--- config.mk ---
export PLATFORM = sky130hd
export DESIGN_NAME = timer_output_shaping
export DESIGN_NICKNAME = d
export VERILOG_FILES = /design/src/logic/shaping_pkg.sv /design/src/logic/chan_if.sv /design/src/logic/reference_shaper.sv /design/src/logic/dead_time_unit.sv /design/src/logic/timer_output_shaping.sv
export SDC_FILE = /design/constraint.sdc
export NUM_CORES = 1
export LEC_CHECK = 0
export ABC_AREA = 0
export BUFFER_PORTS_ARGS = -buffer_cell sky130_fd_sc_hd__buf_2
export CAP_MARGIN = 15
export CORE_UTILIZATION = 63
export CTS_CLUSTER_SIZE = 12
export DETAILED_ROUTE_END_ITERATION = 10
export MAX_ROUTING_LAYER = met4
export PLACE_DENSITY = 0.86
export SLEW_MARGIN = 30
export SYNTH_ARGS = -nofsm -noshare
export SYNTH_HDL_FRONTEND = slang
export SYNTH_SLANG_ARGS = --single-unit
--- constraint.sdc ---
create_clock -name clk_sys -period 9.95 [get_ports clk_sys]
set_clock_uncertainty 0.15 [all_clocks]
set_input_delay 0 -clock clk_sys [delete_from_list [all_inputs] [get_ports clk_sys]]
set_output_delay 0 -clock clk_sys [all_outputs]
set_load 0.005 [all_outputs]
--- src/logic/shaping_pkg.sv ---
/*
 Shared constants, types and the dead-time code conversion for the
 timer output shaping block.
 Assumes a single kernel clock and word-wide register accesses.
*/
// Operation
// - Bit 28 enables composite PWM, channel 0
// - Bits 31..29 enable composite PWM, channels 3..1
// - Additional compare acts only in composite PWM
// - Two-bit pair select per channel, bits 27:20
// - Pair select 00 keeps channels independent
// - Pair select 11 drives paired output complemented
// - Bit 19 enables quadrature signal loss detect
// - Bit 18 enables quadrature double toggle detect
// - Match pulse select 00 keeps normal reference
// - Select 01 pulses one cycle when up-counting
// - Select 10 pulses one cycle when down-counting
// - Select 11 pulses one cycle both directions
// - Bits 7..4 enable break per channel
// - Bits 3..0 enable dead-time per channel
// - Override bit 31 selects channel 0 settings
// - Override bits 23:16 give falling-edge dead time
// - Override lock-field writes ignored unless level 00
// - Code 0xx gives code times one tick
// - Code 10x gives (64+low6) times two ticks
// - Code 110 gives (32+low5) times eight ticks
// - Code 111 gives (32+low5) times sixteen ticks
`default_nettype none

package shaping_pkg;

    localparam int          NUM_CH         = 4;
    localparam logic [7:0]  CTL_OFFSET     = 8'h74;
    localparam logic [7:0]  OVR_OFFSET     = 8'h7C;
    localparam logic [31:0] CTL_RESET      = 32'h0FF0_00FF;
    localparam logic [31:0] OVR_RESET      = 32'h0000_0000;
    localparam logic [31:0] CTL_WMASK      = 32'hFFFC_FFFF;
    localparam logic [31:0] OVR_OPEN_MASK  = 32'h80FF_00FF;
    localparam logic [31:0] OVR_STATE_MASK = 32'h0000_0C00;
    localparam int          CPWM_LSB       = 28;
    localparam int          PSEL_LSB       = 20;
    localparam int          QLOSS_BIT      = 19;
    localparam int          QJUMP_BIT      = 18;
    localparam int          MPSEL_LSB      = 8;
    localparam int          BRK_LSB        = 4;
    localparam int          DTI_LSB        = 0;
    localparam int          OVR_SEL_BIT    = 31;
    localparam int          OVR_FALL_LSB   = 16;
    localparam int          OVR_ROS_BIT    = 11;
    localparam int          OVR_IOS_BIT    = 10;
    localparam int          OVR_RISE_LSB   = 0;
    localparam logic [1:0]  PROT_OPEN      = 2'h0;
    localparam int          DT_W           = 11;
    localparam logic [10:0] DT_BASE_64     = 11'h040;
    localparam logic [10:0] DT_BASE_32     = 11'h020;
    localparam logic [10:0] DT_ONE         = 11'h001;

    typedef enum logic [1:0] {
        PAIR_INDEP = 2'h0,
        PAIR_RSV1  = 2'h1,
        PAIR_RSV2  = 2'h2,
        PAIR_COMP  = 2'h3
    } pair_mode_t;

    typedef enum logic [1:0] {
        MP_NORMAL = 2'h0,
        MP_UP     = 2'h1,
        MP_DOWN   = 2'h2,
        MP_BOTH   = 2'h3
    } match_pulse_t;

    // Gray order along low -> rise wait -> high -> fall wait
    typedef enum logic [1:0] {
        ST_LOW       = 2'h0,
        ST_RISE_WAIT = 2'h1,
        ST_HIGH      = 2'h3,
        ST_FALL_WAIT = 2'h2
    } dt_state_t;

    // Dead-time code to count of dead-time ticks
    function automatic logic [10:0] dt_ticks(input logic [7:0] code);
        logic [10:0] t;
        t = 11'h000;
        casez (code[7:5])
            3'b0??:  t = {3'h0, code};
            3'b10?:  t = (DT_BASE_64 + {5'h00, code[5:0]}) << 1;
            3'b110:  t = (DT_BASE_32 + {6'h00, code[4:0]}) << 3;
            default: t = (DT_BASE_32 + {6'h00, code[4:0]}) << 4;
        endcase
        return t;
    endfunction

endpackage

`default_nettype wire

--- src/logic/chan_if.sv ---
/*
 Per-channel link between the top level and a dead-time unit.
 Assumes one instance per channel, all on the kernel clock.
*/
`timescale 1ns/1ps
`default_nettype none

interface chan_if;
    logic        ref_in;
    logic        pair_ref;
    logic        comp;
    logic        dt_en;
    logic        brk;
    logic        tick;
    logic [10:0] rise_ticks;
    logic [10:0] fall_ticks;
    logic        pri;
    logic        pair;

    modport unit (input ref_in, pair_ref, comp, dt_en, brk, tick,
                  input rise_ticks, fall_ticks, output pri, pair);
    modport ctrl (output ref_in, pair_ref, comp, dt_en, brk, tick,
                  output rise_ticks, fall_ticks, input pri, pair);
endinterface

`default_nettype wire

--- src/logic/reference_shaper.sv ---
/*
 Builds one channel's reference: normal, composite, or match pulse.
 Assumes match and add_match are one-cycle strobes from compare logic.
*/
`timescale 1ns/1ps
`default_nettype none

module reference_shaper
    import shaping_pkg::*;
(
    input  wire logic   clk_sys,
    input  wire logic   rst,
    input  wire logic   normal_ref,
    input  wire logic   match,
    input  wire logic   add_match,
    input  wire logic   count_down,
    input  wire logic   composite_en,
    input  wire match_pulse_t sel,
    output logic        ref_out
);
    logic comp_r;
    logic comp_nxt;
    logic ref_r;
    logic ref_nxt;

    ////////////////////////////////////////////////////////////////////////
    // Composite level set by main match, cleared by additional match
    always_comb
    begin
        comp_nxt = 1'b0;
        if (composite_en)
            comp_nxt = match ? 1'b1 : (add_match ? 1'b0 : comp_r);
        case (sel)
            MP_UP:   ref_nxt = match && !count_down;
            MP_DOWN: ref_nxt = match && count_down;
            MP_BOTH: ref_nxt = match;
            default: ref_nxt = composite_en ? comp_nxt : normal_ref;
        endcase
    end

    always_ff @(posedge clk_sys or posedge rst)
    begin
        if (rst)
        begin
            comp_r <= 1'b0;
            ref_r  <= 1'b0;
        end
        else
        begin
            comp_r <= comp_nxt;
            ref_r  <= ref_nxt;
        end
    end

    assign ref_out = ref_r;
endmodule // reference_shaper

`default_nettype wire

--- src/logic/dead_time_unit.sv ---
/*
 Dead-time insertion for one primary/paired output pair.
 Assumes tick is a one-cycle strobe per dead-time clock period.
*/
`timescale 1ns/1ps
`default_nettype none

module dead_time_unit
    import shaping_pkg::*;
(
    input  wire logic clk_sys,
    input  wire logic rst,
    chan_if.unit      ch
);
    dt_state_t   state_r;
    dt_state_t   state_nxt;
    logic [10:0] cnt_r;
    logic [10:0] cnt_nxt;
    logic        pri_r;
    logic        pri_nxt;
    logic        pair_r;
    logic        pair_nxt;

    ////////////////////////////////////////////////////////////////////////
    // In complementary mode both outputs stay off while a wait runs, so the pair never overlaps
    always_comb
    begin
        state_nxt = state_r;
        cnt_nxt   = cnt_r;
        case (state_r)
            ST_LOW:
                if (ch.ref_in)
                begin
                    if (ch.dt_en && ch.rise_ticks != 11'h000)
                    begin
                        state_nxt = ST_RISE_WAIT;
                        cnt_nxt   = ch.rise_ticks;
                    end
                    else
                        state_nxt = ST_HIGH;
                end
            ST_RISE_WAIT:
                if (!ch.ref_in)
                    state_nxt = ST_LOW;
                else if (!ch.dt_en || (ch.tick && cnt_r == DT_ONE))
                    state_nxt = ST_HIGH;
                else if (ch.tick)
                    cnt_nxt = cnt_r - DT_ONE;
            ST_HIGH:
                if (!ch.ref_in)
                begin
                    if (ch.dt_en && ch.fall_ticks != 11'h000)
                    begin
                        state_nxt = ST_FALL_WAIT;
                        cnt_nxt   = ch.fall_ticks;
                    end
                    else
                        state_nxt = ST_LOW;
                end
            default:
                if (ch.ref_in || !ch.dt_en || (ch.tick && cnt_r == DT_ONE))
                    state_nxt = ST_LOW;
                else if (ch.tick)
                    cnt_nxt = cnt_r - DT_ONE;
        endcase
        pri_nxt  = !ch.brk && state_nxt == ST_HIGH;
        pair_nxt = !ch.brk && (ch.comp ? state_nxt == ST_LOW
                                       : ch.pair_ref);
    end

    always_ff @(posedge clk_sys or posedge rst)
    begin
        if (rst)
        begin
            state_r <= ST_LOW;
            cnt_r   <= 11'h000;
            pri_r   <= 1'b0;
            pair_r  <= 1'b0;
        end
        else
        begin
            state_r <= state_nxt;
            cnt_r   <= cnt_nxt;
            pri_r   <= pri_nxt;
            pair_r  <= pair_nxt;
        end
    end

    assign ch.pri  = pri_r;
    assign ch.pair = pair_r;
endmodule // dead_time_unit

`default_nettype wire

--- src/logic/timer_output_shaping.sv ---
/*
 Output shaping of the four compare channels: register pair, reference
 shaping, pairing, break gating and dead-time insertion.
 Assumes the counter, compare logic, shared protection register and the
 dead-time tick generator sit outside and are synchronous to clk_sys.
*/
`timescale 1ns/1ps
`default_nettype none

module timer_output_shaping
    import shaping_pkg::*;
#(
    parameter int NUM_CHAN = NUM_CH
)
(
    input  wire logic              clk_sys,
    input  wire logic              rst,
    input  wire logic [7:0]        reg_addr,
    input  wire logic              reg_wr_en,
    input  wire logic              reg_rd_en,
    input  wire logic [31:0]       reg_wdata,
    output logic      [31:0]       reg_rdata,
    input  wire logic [1:0]        protection_level,
    input  wire logic [7:0]        shared_dead_time_code,
    input  wire logic              shared_run_off_state,
    input  wire logic              shared_idle_off_state,
    input  wire logic              dt_tick,
    input  wire logic              count_down,
    input  wire logic [NUM_CHAN-1:0] cmp_ref,
    input  wire logic [NUM_CHAN-1:0] cmp_match,
    input  wire logic [NUM_CHAN-1:0] add_match,
    input  wire logic [NUM_CHAN-1:0] paired_ref,
    input  wire logic              break_in,
    output logic      [NUM_CHAN-1:0] primary_out,
    output logic      [NUM_CHAN-1:0] paired_out,
    output logic      [NUM_CHAN-1:0] paired_input_en,
    output logic                   quad_loss_detect_en,
    output logic                   quad_double_toggle_detect_en,
    output logic                   run_off_state_0,
    output logic                   idle_off_state_0
);

    ////////////////////////////////////////////////////////////////////////
    // Field layout is fixed at four channels
    if (NUM_CHAN != NUM_CH)
    begin : g_bad_chan
        $error("timer_output_shaping supports exactly four channels");
    end

    logic [31:0]  ctl_r;
    logic [31:0]  ctl_nxt;
    logic [31:0]  ovr_r;
    logic [31:0]  ovr_nxt;
    logic [31:0]  rdata_r;
    logic [31:0]  rdata_nxt;
    logic [31:0]  ovr_wmask;
    logic [NUM_CHAN-1:0] shaped_ref;
    logic [NUM_CHAN-1:0] composite_pwm_en;
    logic [NUM_CHAN-1:0] break_en;
    logic [NUM_CHAN-1:0] dead_time_insert_en;
    pair_mode_t   pair_select [NUM_CHAN];
    match_pulse_t match_pulse_select [NUM_CHAN];
    logic [10:0]  rise_ticks [NUM_CHAN];
    logic         override_select_0;

    ////////////////////////////////////////////////////////////////////////
    // Register writes; reserved bits are never stored and read as zero
    always_comb
    begin
        ctl_nxt   = ctl_r;
        ovr_nxt   = ovr_r;
        // Lock fields only open at level 00, off-states unless 1x
        ovr_wmask = ((protection_level == PROT_OPEN) ? OVR_OPEN_MASK
                                                      : 32'h0000_0000)
                  | (protection_level[1] ? 32'h0000_0000 : OVR_STATE_MASK);
        if (reg_wr_en && reg_addr == CTL_OFFSET)
            ctl_nxt = reg_wdata & CTL_WMASK;
        else if (reg_wr_en && reg_addr == OVR_OFFSET)
            ovr_nxt = (ovr_r & ~ovr_wmask) | (reg_wdata & ovr_wmask);
    end

    // Registered read data, unmapped addresses answer zero
    always_comb
    begin
        rdata_nxt = rdata_r;
        if (reg_rd_en && reg_addr == CTL_OFFSET)
            rdata_nxt = ctl_r;
        else if (reg_rd_en && reg_addr == OVR_OFFSET)
            rdata_nxt = ovr_r;
        else if (reg_rd_en)
            rdata_nxt = 32'h0000_0000;
    end

    always_ff @(posedge clk_sys or posedge rst)
    begin
        if (rst)
        begin
            ctl_r   <= CTL_RESET;
            ovr_r   <= OVR_RESET;
            rdata_r <= 32'h0000_0000;
        end
        else
        begin
            ctl_r   <= ctl_nxt;
            ovr_r   <= ovr_nxt;
            rdata_r <= rdata_nxt;
        end
    end

    assign reg_rdata = rdata_r;

    ////////////////////////////////////////////////////////////////////////
    // Field extraction and channel 0 setting source
    assign quad_loss_detect_en          = ctl_r[QLOSS_BIT];
    assign quad_double_toggle_detect_en = ctl_r[QJUMP_BIT];
    assign override_select_0            = ovr_r[OVR_SEL_BIT];
    // Shared settings serve channel 0 unless the override is selected
    assign run_off_state_0  = override_select_0 ? ovr_r[OVR_ROS_BIT]
                                                : shared_run_off_state;
    assign idle_off_state_0 = override_select_0 ? ovr_r[OVR_IOS_BIT]
                                                : shared_idle_off_state;

    ////////////////////////////////////////////////////////////////////////
    // One shaper and one dead-time unit per channel
    for (genvar i = 0; i < NUM_CHAN; i++)
    begin : g_ch
        chan_if ch ();
        logic [7:0] rise_code;
        logic [7:0] fall_code;

        assign composite_pwm_en[i]    = ctl_r[CPWM_LSB + i];
        assign pair_select[i]         =
            pair_mode_t'(ctl_r[PSEL_LSB + 2*i +: 2]);
        assign match_pulse_select[i]  =
            match_pulse_t'(ctl_r[MPSEL_LSB + 2*i +: 2]);
        assign break_en[i]            = ctl_r[BRK_LSB + i];
        assign dead_time_insert_en[i] = ctl_r[DTI_LSB + i];
        // Paired input only listens when not complementary
        assign paired_input_en[i]     = pair_select[i] != PAIR_COMP;

        // Only channel 0 has its own override settings
        assign rise_code = (i == 0 && override_select_0)
                         ? ovr_r[OVR_RISE_LSB +: 8] : shared_dead_time_code;
        assign fall_code = (i == 0 && override_select_0)
                         ? ovr_r[OVR_FALL_LSB +: 8]
                         : shared_dead_time_code;
        assign rise_ticks[i] = dt_ticks(rise_code);

        reference_shaper u_shaper (
            .clk_sys      (clk_sys),
            .rst          (rst),
            .normal_ref   (cmp_ref[i]),
            .match        (cmp_match[i]),
            .add_match    (add_match[i]),
            .count_down   (count_down),
            .composite_en (composite_pwm_en[i]),
            .sel          (match_pulse_select[i]),
            .ref_out      (shaped_ref[i])
        );

        assign ch.ref_in     = shaped_ref[i];
        assign ch.pair_ref   = paired_ref[i];
        // Reserved codes behave as independent
        assign ch.comp       = pair_select[i] == PAIR_COMP;
        assign ch.dt_en      = dead_time_insert_en[i];
        assign ch.brk        = break_in && break_en[i];
        assign ch.tick       = dt_tick;
        assign ch.rise_ticks = rise_ticks[i];
        assign ch.fall_ticks = dt_ticks(fall_code);

        dead_time_unit u_dt (
            .clk_sys (clk_sys),
            .rst     (rst),
            .ch      (ch)
        );

        assign primary_out[i] = ch.pri;
        assign paired_out[i]  = ch.pair;
    end
endmodule // timer_output_shaping

`default_nettype wire

# After elaboration in Yosys (flattened, before gate mapping)
# Cells that the tools add are included.
dict set report totals {
  ff_bits 162
  inputBits 75
  out_inout_bits 48
  word_cells 285
}
dict set report classes {
  addsub 10
  n_eq_ne 66
  mux 101
  bitwise_logic 9
  n_reduce_logical 72
}
# operator count
set ops {}
lappend ops {{11-bit 2-to-1 mux} 29}
lappend ops {{11-bit case mux with 3 select lines} 7}
lappend ops {{32-bit 2-to-1 mux} 4}
lappend ops {{32-bit AND} 2}
lappend ops {{2-bit 2-to-1 mux} 28}
lappend ops {{2-bit == test (second input constant)} 23}
lappend ops {{11-bit by 1-bit == test with 1-bit output (second input constant)} 4}
lappend ops {{11-bit by 1-bit subtractor with 11-bit output (second input constant)} 4}
lappend ops {{2-bit inequality test (second input constant)} 20}
lappend ops {{1-bit logical AND} 33}
lappend ops {{11-bit nonzero test} 3}
lappend ops {{32-bit NOT} 1}
lappend ops {{32-bit by 12-bit bitwise OR with 32-bit output} 1}
lappend ops {{32-bit bitwise OR} 1}
lappend ops {{7-bit by 6-bit adder with 8-bit output (first input constant)} 3}
lappend ops {{2-bit case mux with 3 select lines} 4}
lappend ops {{1-bit 2-to-1 mux} 22}
lappend ops {{6-bit by 5-bit adder with 7-bit output (first input constant)} 3}
lappend ops {{2-bit logical NOT} 9}
lappend ops {{2-bit by 1-bit == test with 1-bit output (second input constant)} 8}
lappend ops {{8-bit by 7-bit == test with 1-bit output (second input constant)} 2}
lappend ops {{8-bit 2-to-1 mux} 2}
lappend ops {{4-bit inequality test (second input constant)} 4}
lappend ops {{5-bit AND reduction} 3}
lappend ops {{other kinds (10)} 38}

# Logic depth before layout (Yosys ltp)
dict set report depth {
  word_depth 11
  depth_mapped 10
}

# Hierarchy
# Synthesis repeated with hierarchy kept, for this count alone.
dict set report unflattened {
  cells_unflattened 1041
  hier_area_um2 10013.4
}
# module instances cells_each area_each_um2
set modules_own_cells {}
lappend modules_own_cells {timer_output_shaping 1 340 4075.2}
lappend modules_own_cells {{dead_time_unit at g_ch[0].u_dt ...} 3 161 1342.5}
lappend modules_own_cells {{dead_time_unit at g_ch[3].u_dt} 1 154 1295.0}
lappend modules_own_cells {reference_shaper 4 16 153.9}

# Worst setup path before layout
# OpenSTA, ideal clock, no wires.
dict set report synth_path {
  path_type {register to register}
  start {register g_ch[2].u_dt.state_r[1]}
  end {register g_ch[2].u_dt.cnt_r[9]}
  setup_ps 126
  arrival_ps 2214
  t_required_ps 9674
  setup_slack_ps 7460
  stages_incl_launch_ff 9
  path_buffers 1
  path_cell_list {dfrtp_1 > inv_1 > ha_1 > buf_4 > nor4b_1 > nand3_1 > nor3_1 > o22ai_1 > a221o_1}
}
dict set report synth_via {
  elab_chain_len 3
  word_cells_on_any_way 10
  cone_classes {7 x eq/ne; 1 x mux; 2 x reduce/logical}
}
# item line
set synth_rtl {}
lappend synth_rtl {{from (decl)} dead_time_unit.sv:15} ;# dt_state_t state_r;
lappend synth_rtl {{from (signal assigned)} dead_time_unit.sv:82} ;# state_r <= state_nxt;
lappend synth_rtl {{2-bit by 1-bit == test with 1-bit output (tied with other cells)} dead_time_unit.sv:30} ;# case (state_r)
lappend synth_rtl {{4-bit inequality test (no source line) or 2-bit inequality test (tied branches)} n/a}
lappend synth_rtl {{5-bit AND reduction (no source line)} n/a}
lappend synth_rtl {{to (signal assigned)} dead_time_unit.sv:83} ;# cnt_r <= cnt_nxt;
lappend synth_rtl {{to (decl)} dead_time_unit.sv:17} ;# logic [10:0] cnt_r;
# Several ways; a longest one is shown, not always the timed one.
# A chain may end at the register's enable or synchronous reset.

==> impl_results.md <==
* RSZ-0062 raised after global routing: false
* Detail Route Antenna Nets at 0
* Setup Crit Path Kind: flip-flop to flip-flop
* Min-Delay Path Class: input pin to flip-flop
* Share of layout cells above drive strength 1 at 0.1972
* Arrival time worst endpoint at 3.60 ns
* Post-synth cell types at 76
* H-tree depth at 4
* GPL Wtd Cong at 0.9226
* CP peak stage delay at 0.60 ns
* Worst slack at placement at 6.825 ns
* Critical-path top delay cell: dlygate4sd3_1
* Max Buffers Root-to-Sink at 2
* Buf/Inv on CP at 2
* Post-synth EDFFs at 0
* Fmax at 291.3 MHz
* Final setup viols at 0
* Core Region at 14100 um2
* Vias/cell at 6.670
* I/O Buffers at 122
* Power density over the cells at 223.5 nW/um2
* Final hold viol count at 0
* Critical path capture point type: flip-flop
* Fillers at 868
* #FFs+latches synth at 149
* Initial core utilization at 0.6560
* Tmin final at 3.432 ns
* Sequential fraction of the synthesis area at 0.4054
* Clock power frac at 0.251
* Top_reg_cell synth: dfrtp_1
* Synth Area in XOR/XNOR at 0.004736
* Largest family of logic cells by synthesized area: compound AO/OA/AOI/OAI gates
* Critical path depth in cells at 8
* Post-DP HPWL at 17000 um
* Post-Synth Adder-Cell Area at 0.04871
* IO Count at 123
* Pint at 1.447 mW
* Area growth, synth to finish at 21.20%
* Vias post-DR at 9291
* GRT overflow at 0
* Routed wire length at 30420 um
* Hold path cells at 5
* Die Y at 123.1 um
* R2R depth at 8
* Number of DRC markers in iteration 0 at 1047
* Lkg Pwr at 4.978 nW
* WL/cell at 21.83 um
* Compound-Gate Fraction of Synth Area at 0.2127
* Largest net degree at the start of global routing at 83
* Startpoint types: flip-flop
* Post-Syn Area at 9246 um2
* Final worst setup slack at 6.518 ns
* Net switching power at 1.057 mW
* Initial antenna violation count at 0
* Status: finished clean
* Die X at 123.1 um
* Reg clk slew, reported paths at 0.07 ns
* CP Cell Sequence: buf_4 > nor4b_1 > a22oi_1 > nor3_1 > nand2_1 > a32oi_1 > o31ai_1 > dlygate4sd3_1
* Max_cap viols at 0
* WP data required at 10.11 ns
* Logic pwr share at 0.404
* Clock latency on the worst-skew pair at 0.43 ns
* Setup slack, reg-to-reg at 6.52 ns
* Synthesized area per cell at 8.934 um2
* Worst hold slack at 0.04614 ns
* Cell family with most CP delay: buffers and inverters
* Relative slew slack at 0.3637
* Site Rows at 43
* Post-CTS Setup Bufs at 0
* Worst-Margin Slew at 0.9524 ns
* Worst vdd ir at 0.0001428 V
* Post-synthesis mux area share at 0.09364
* Total GRT Usage at 0.4288
* Clk root buf: clkbuf_16
* Num Clock Sinks at 149
* Sequential Power Share at 0.344
* CTS tree: done
* Synthesized netlist cell count at 1035
* Number of remaining DRC errors at 0
* Post-synth ARST share at 1.000
* Die ar. at 15160 um2
* Final Max Tran Viols at 0
* Period utilization at 0.3450
* Post-Synth Simple-Gate Area at 0.1640
* Num CTS Buffers at 17
* Final TNS setup at 0 ns
* Yosys warns at 0
* Number of global-route vias before repair at 9200
* Post-synth net total at 1146
* First-pass GRT wire length at 47590 um
* Max FO, Critical Path at 35
* Sw Share at 0.4222
* 1st-pass router iterations at 5
* Nets at 1310
-- cell type report --
cell class                 count  area (um2)  share of cell area
timing repair buffer         206        1464              0.1306
inverter                      93       354.1             0.03160
sequential                   149        3749              0.3345
tap                          180       225.2             0.02010
antenna                        1       2.502           0.0002233
multi-input combinational    732        4856              0.4333
clock inverter                13       113.9             0.01016
clock buffer                  19       442.9             0.03952
-- through the flow --
| step | cell area [um2] | instances | power, mW | util |
|---|---|---|---|---|
| final | 11210 | 1393 | 2.504 | 0.7950 |
| after global routing | 11200 | 1392 | 2.647 | 0.7949 |
| after CTS | 11200 | 1392 | 2.444 | 0.7945 |
| after detailed placement | 9832 | 1279 | 1.798 | 0.6975 |
| after global placement | 9804 | 1278 | 1.767 | 0.6955 |
| after floorplan | 9246 | 1035 | 1.606 | - |
-- cell families after synthesis --
family	count (synthesis)
fa+ha+maj	36
flops	149
simple gates	302
mux	81
buf+inv	154
compound gates	308
xor+xnor	5
-- power by group through the flow --
| stage | combinational, mW | sequential, mW | clock [mW] |
|---|---|---|---|
| floorplan | 0.782 | 0.824 | 0 |
| global placement | 0.908 | 0.859 | 0 |
| detailed placement | 0.935 | 0.863 | 0 |
| CTS | 0.975 | 0.855 | 0.614 |
| global route | 1.12 | 0.878 | 0.649 |
| finish | 1.01 | 0.862 | 0.629 |
-- cells in the final DEF (no fill, tap or decap), types with 5 or more instances in the layout --
cell type | synthesis | final
nor3_1 | 25 | 25
ha_1 | 36 | 36
inv_1 | 93 | 92
dfstp_2 | 16 | 16
o22a_1 | 6 | 6
o211ai_1 | 6 | 6
o21ai_0 | 94 | 94
o31ai_1 | 8 | 8
a22o_1 | 8 | 8
clkbuf_16 | 0 | 17
nand3_1 | 28 | 28
mux2_2 | 44 | 44
a211oi_1 | 13 | 13
a21boi_0 | 7 | 7
nor2b_1 | 13 | 13
a22oi_1 | 5 | 5
mux2i_1 | 37 | 37
a21oi_1 | 70 | 70
nand2b_1 | 8 | 8
a221oi_1 | 7 | 7
a31oi_1 | 7 | 7
dlygate4sd3_1 | 0 | 81
inv_6 | 0 | 5
or3_1 | 7 | 7
nor4_1 | 8 | 8
nor4b_1 | 5 | 5
nor2_1 | 61 | 60
and3_1 | 6 | 6
xnor2_1 | 5 | 5
nand4_1 | 7 | 7
dfrtp_1 | 133 | 133
nand2_1 | 102 | 102
o22ai_1 | 31 | 31
buf_2 | 16 | 122
nand3b_1 | 5 | 5
-- tightest hold or removal path, delay by kind of cell --
| family | cells | cell delay, ns |
|---|---|---|
| buf+inv | 1 | 0.10 |
| simple gates | 3 | 0.31 |
| compound gates | 1 | 0.17 |
-- per-layer routing --
layer,global-route usage,vias to the layer above,part of all wire
met5,-,-,0
met4,0.3005,0,0.073
met3,0.1112,221,0.091
met2,0.6777,612,0.47
met1,0.4732,4408,0.36
li1,-,4050,-
-- worst paths after layout --
kind,from,to
worst max-delay path,flip-flop,g_ch[0].u_dt.ch.pair
worst min-delay path,reg_addr[0],ctl_r[9]
worst max register to register,flip-flop,g_ch[0].u_dt.ch.pair
worst min register to register,g_ch[1].u_dt.cnt_r[4],g_ch[1].u_dt.cnt_r[4]
max in group asynchronous,rst,asynchronous set/reset pin
min in group asynchronous,rst,g_ch[2].u_dt.cnt_r[10]
-- timing repair --
action                    4_1_cts  5_1_grt
hold endpoints to repair      140        0
resized for setup               0        0
hold buffers                   81        0
-- cell usage after synthesis, types with 8 or more instances --
master,count,area (um2)
buf_4,11,82.58
a22o_1,8,70.07
a21oi_1,70,350.3
dfrtp_1,133,3328
nor2b_1,13,81.33
o31ai_1,8,60.06
ha_1,36,450.4
nand2_1,102,382.9
nand3_1,28,140.1
nand2b_1,8,50.05
dfstp_2,16,420.4
mux2i_1,37,370.4
buf_2,16,80.08
nor3_1,25,125.1
inv_1,93,349.1
clkbuf_1,27,101.4
o22ai_1,31,193.9
mux2_2,44,495.5
a211oi_1,13,97.59
nor4_1,8,50.05
nor2_1,61,229.0
o21ai_0,94,470.5
Note: power is estimated with default switching activity, not from simulation.
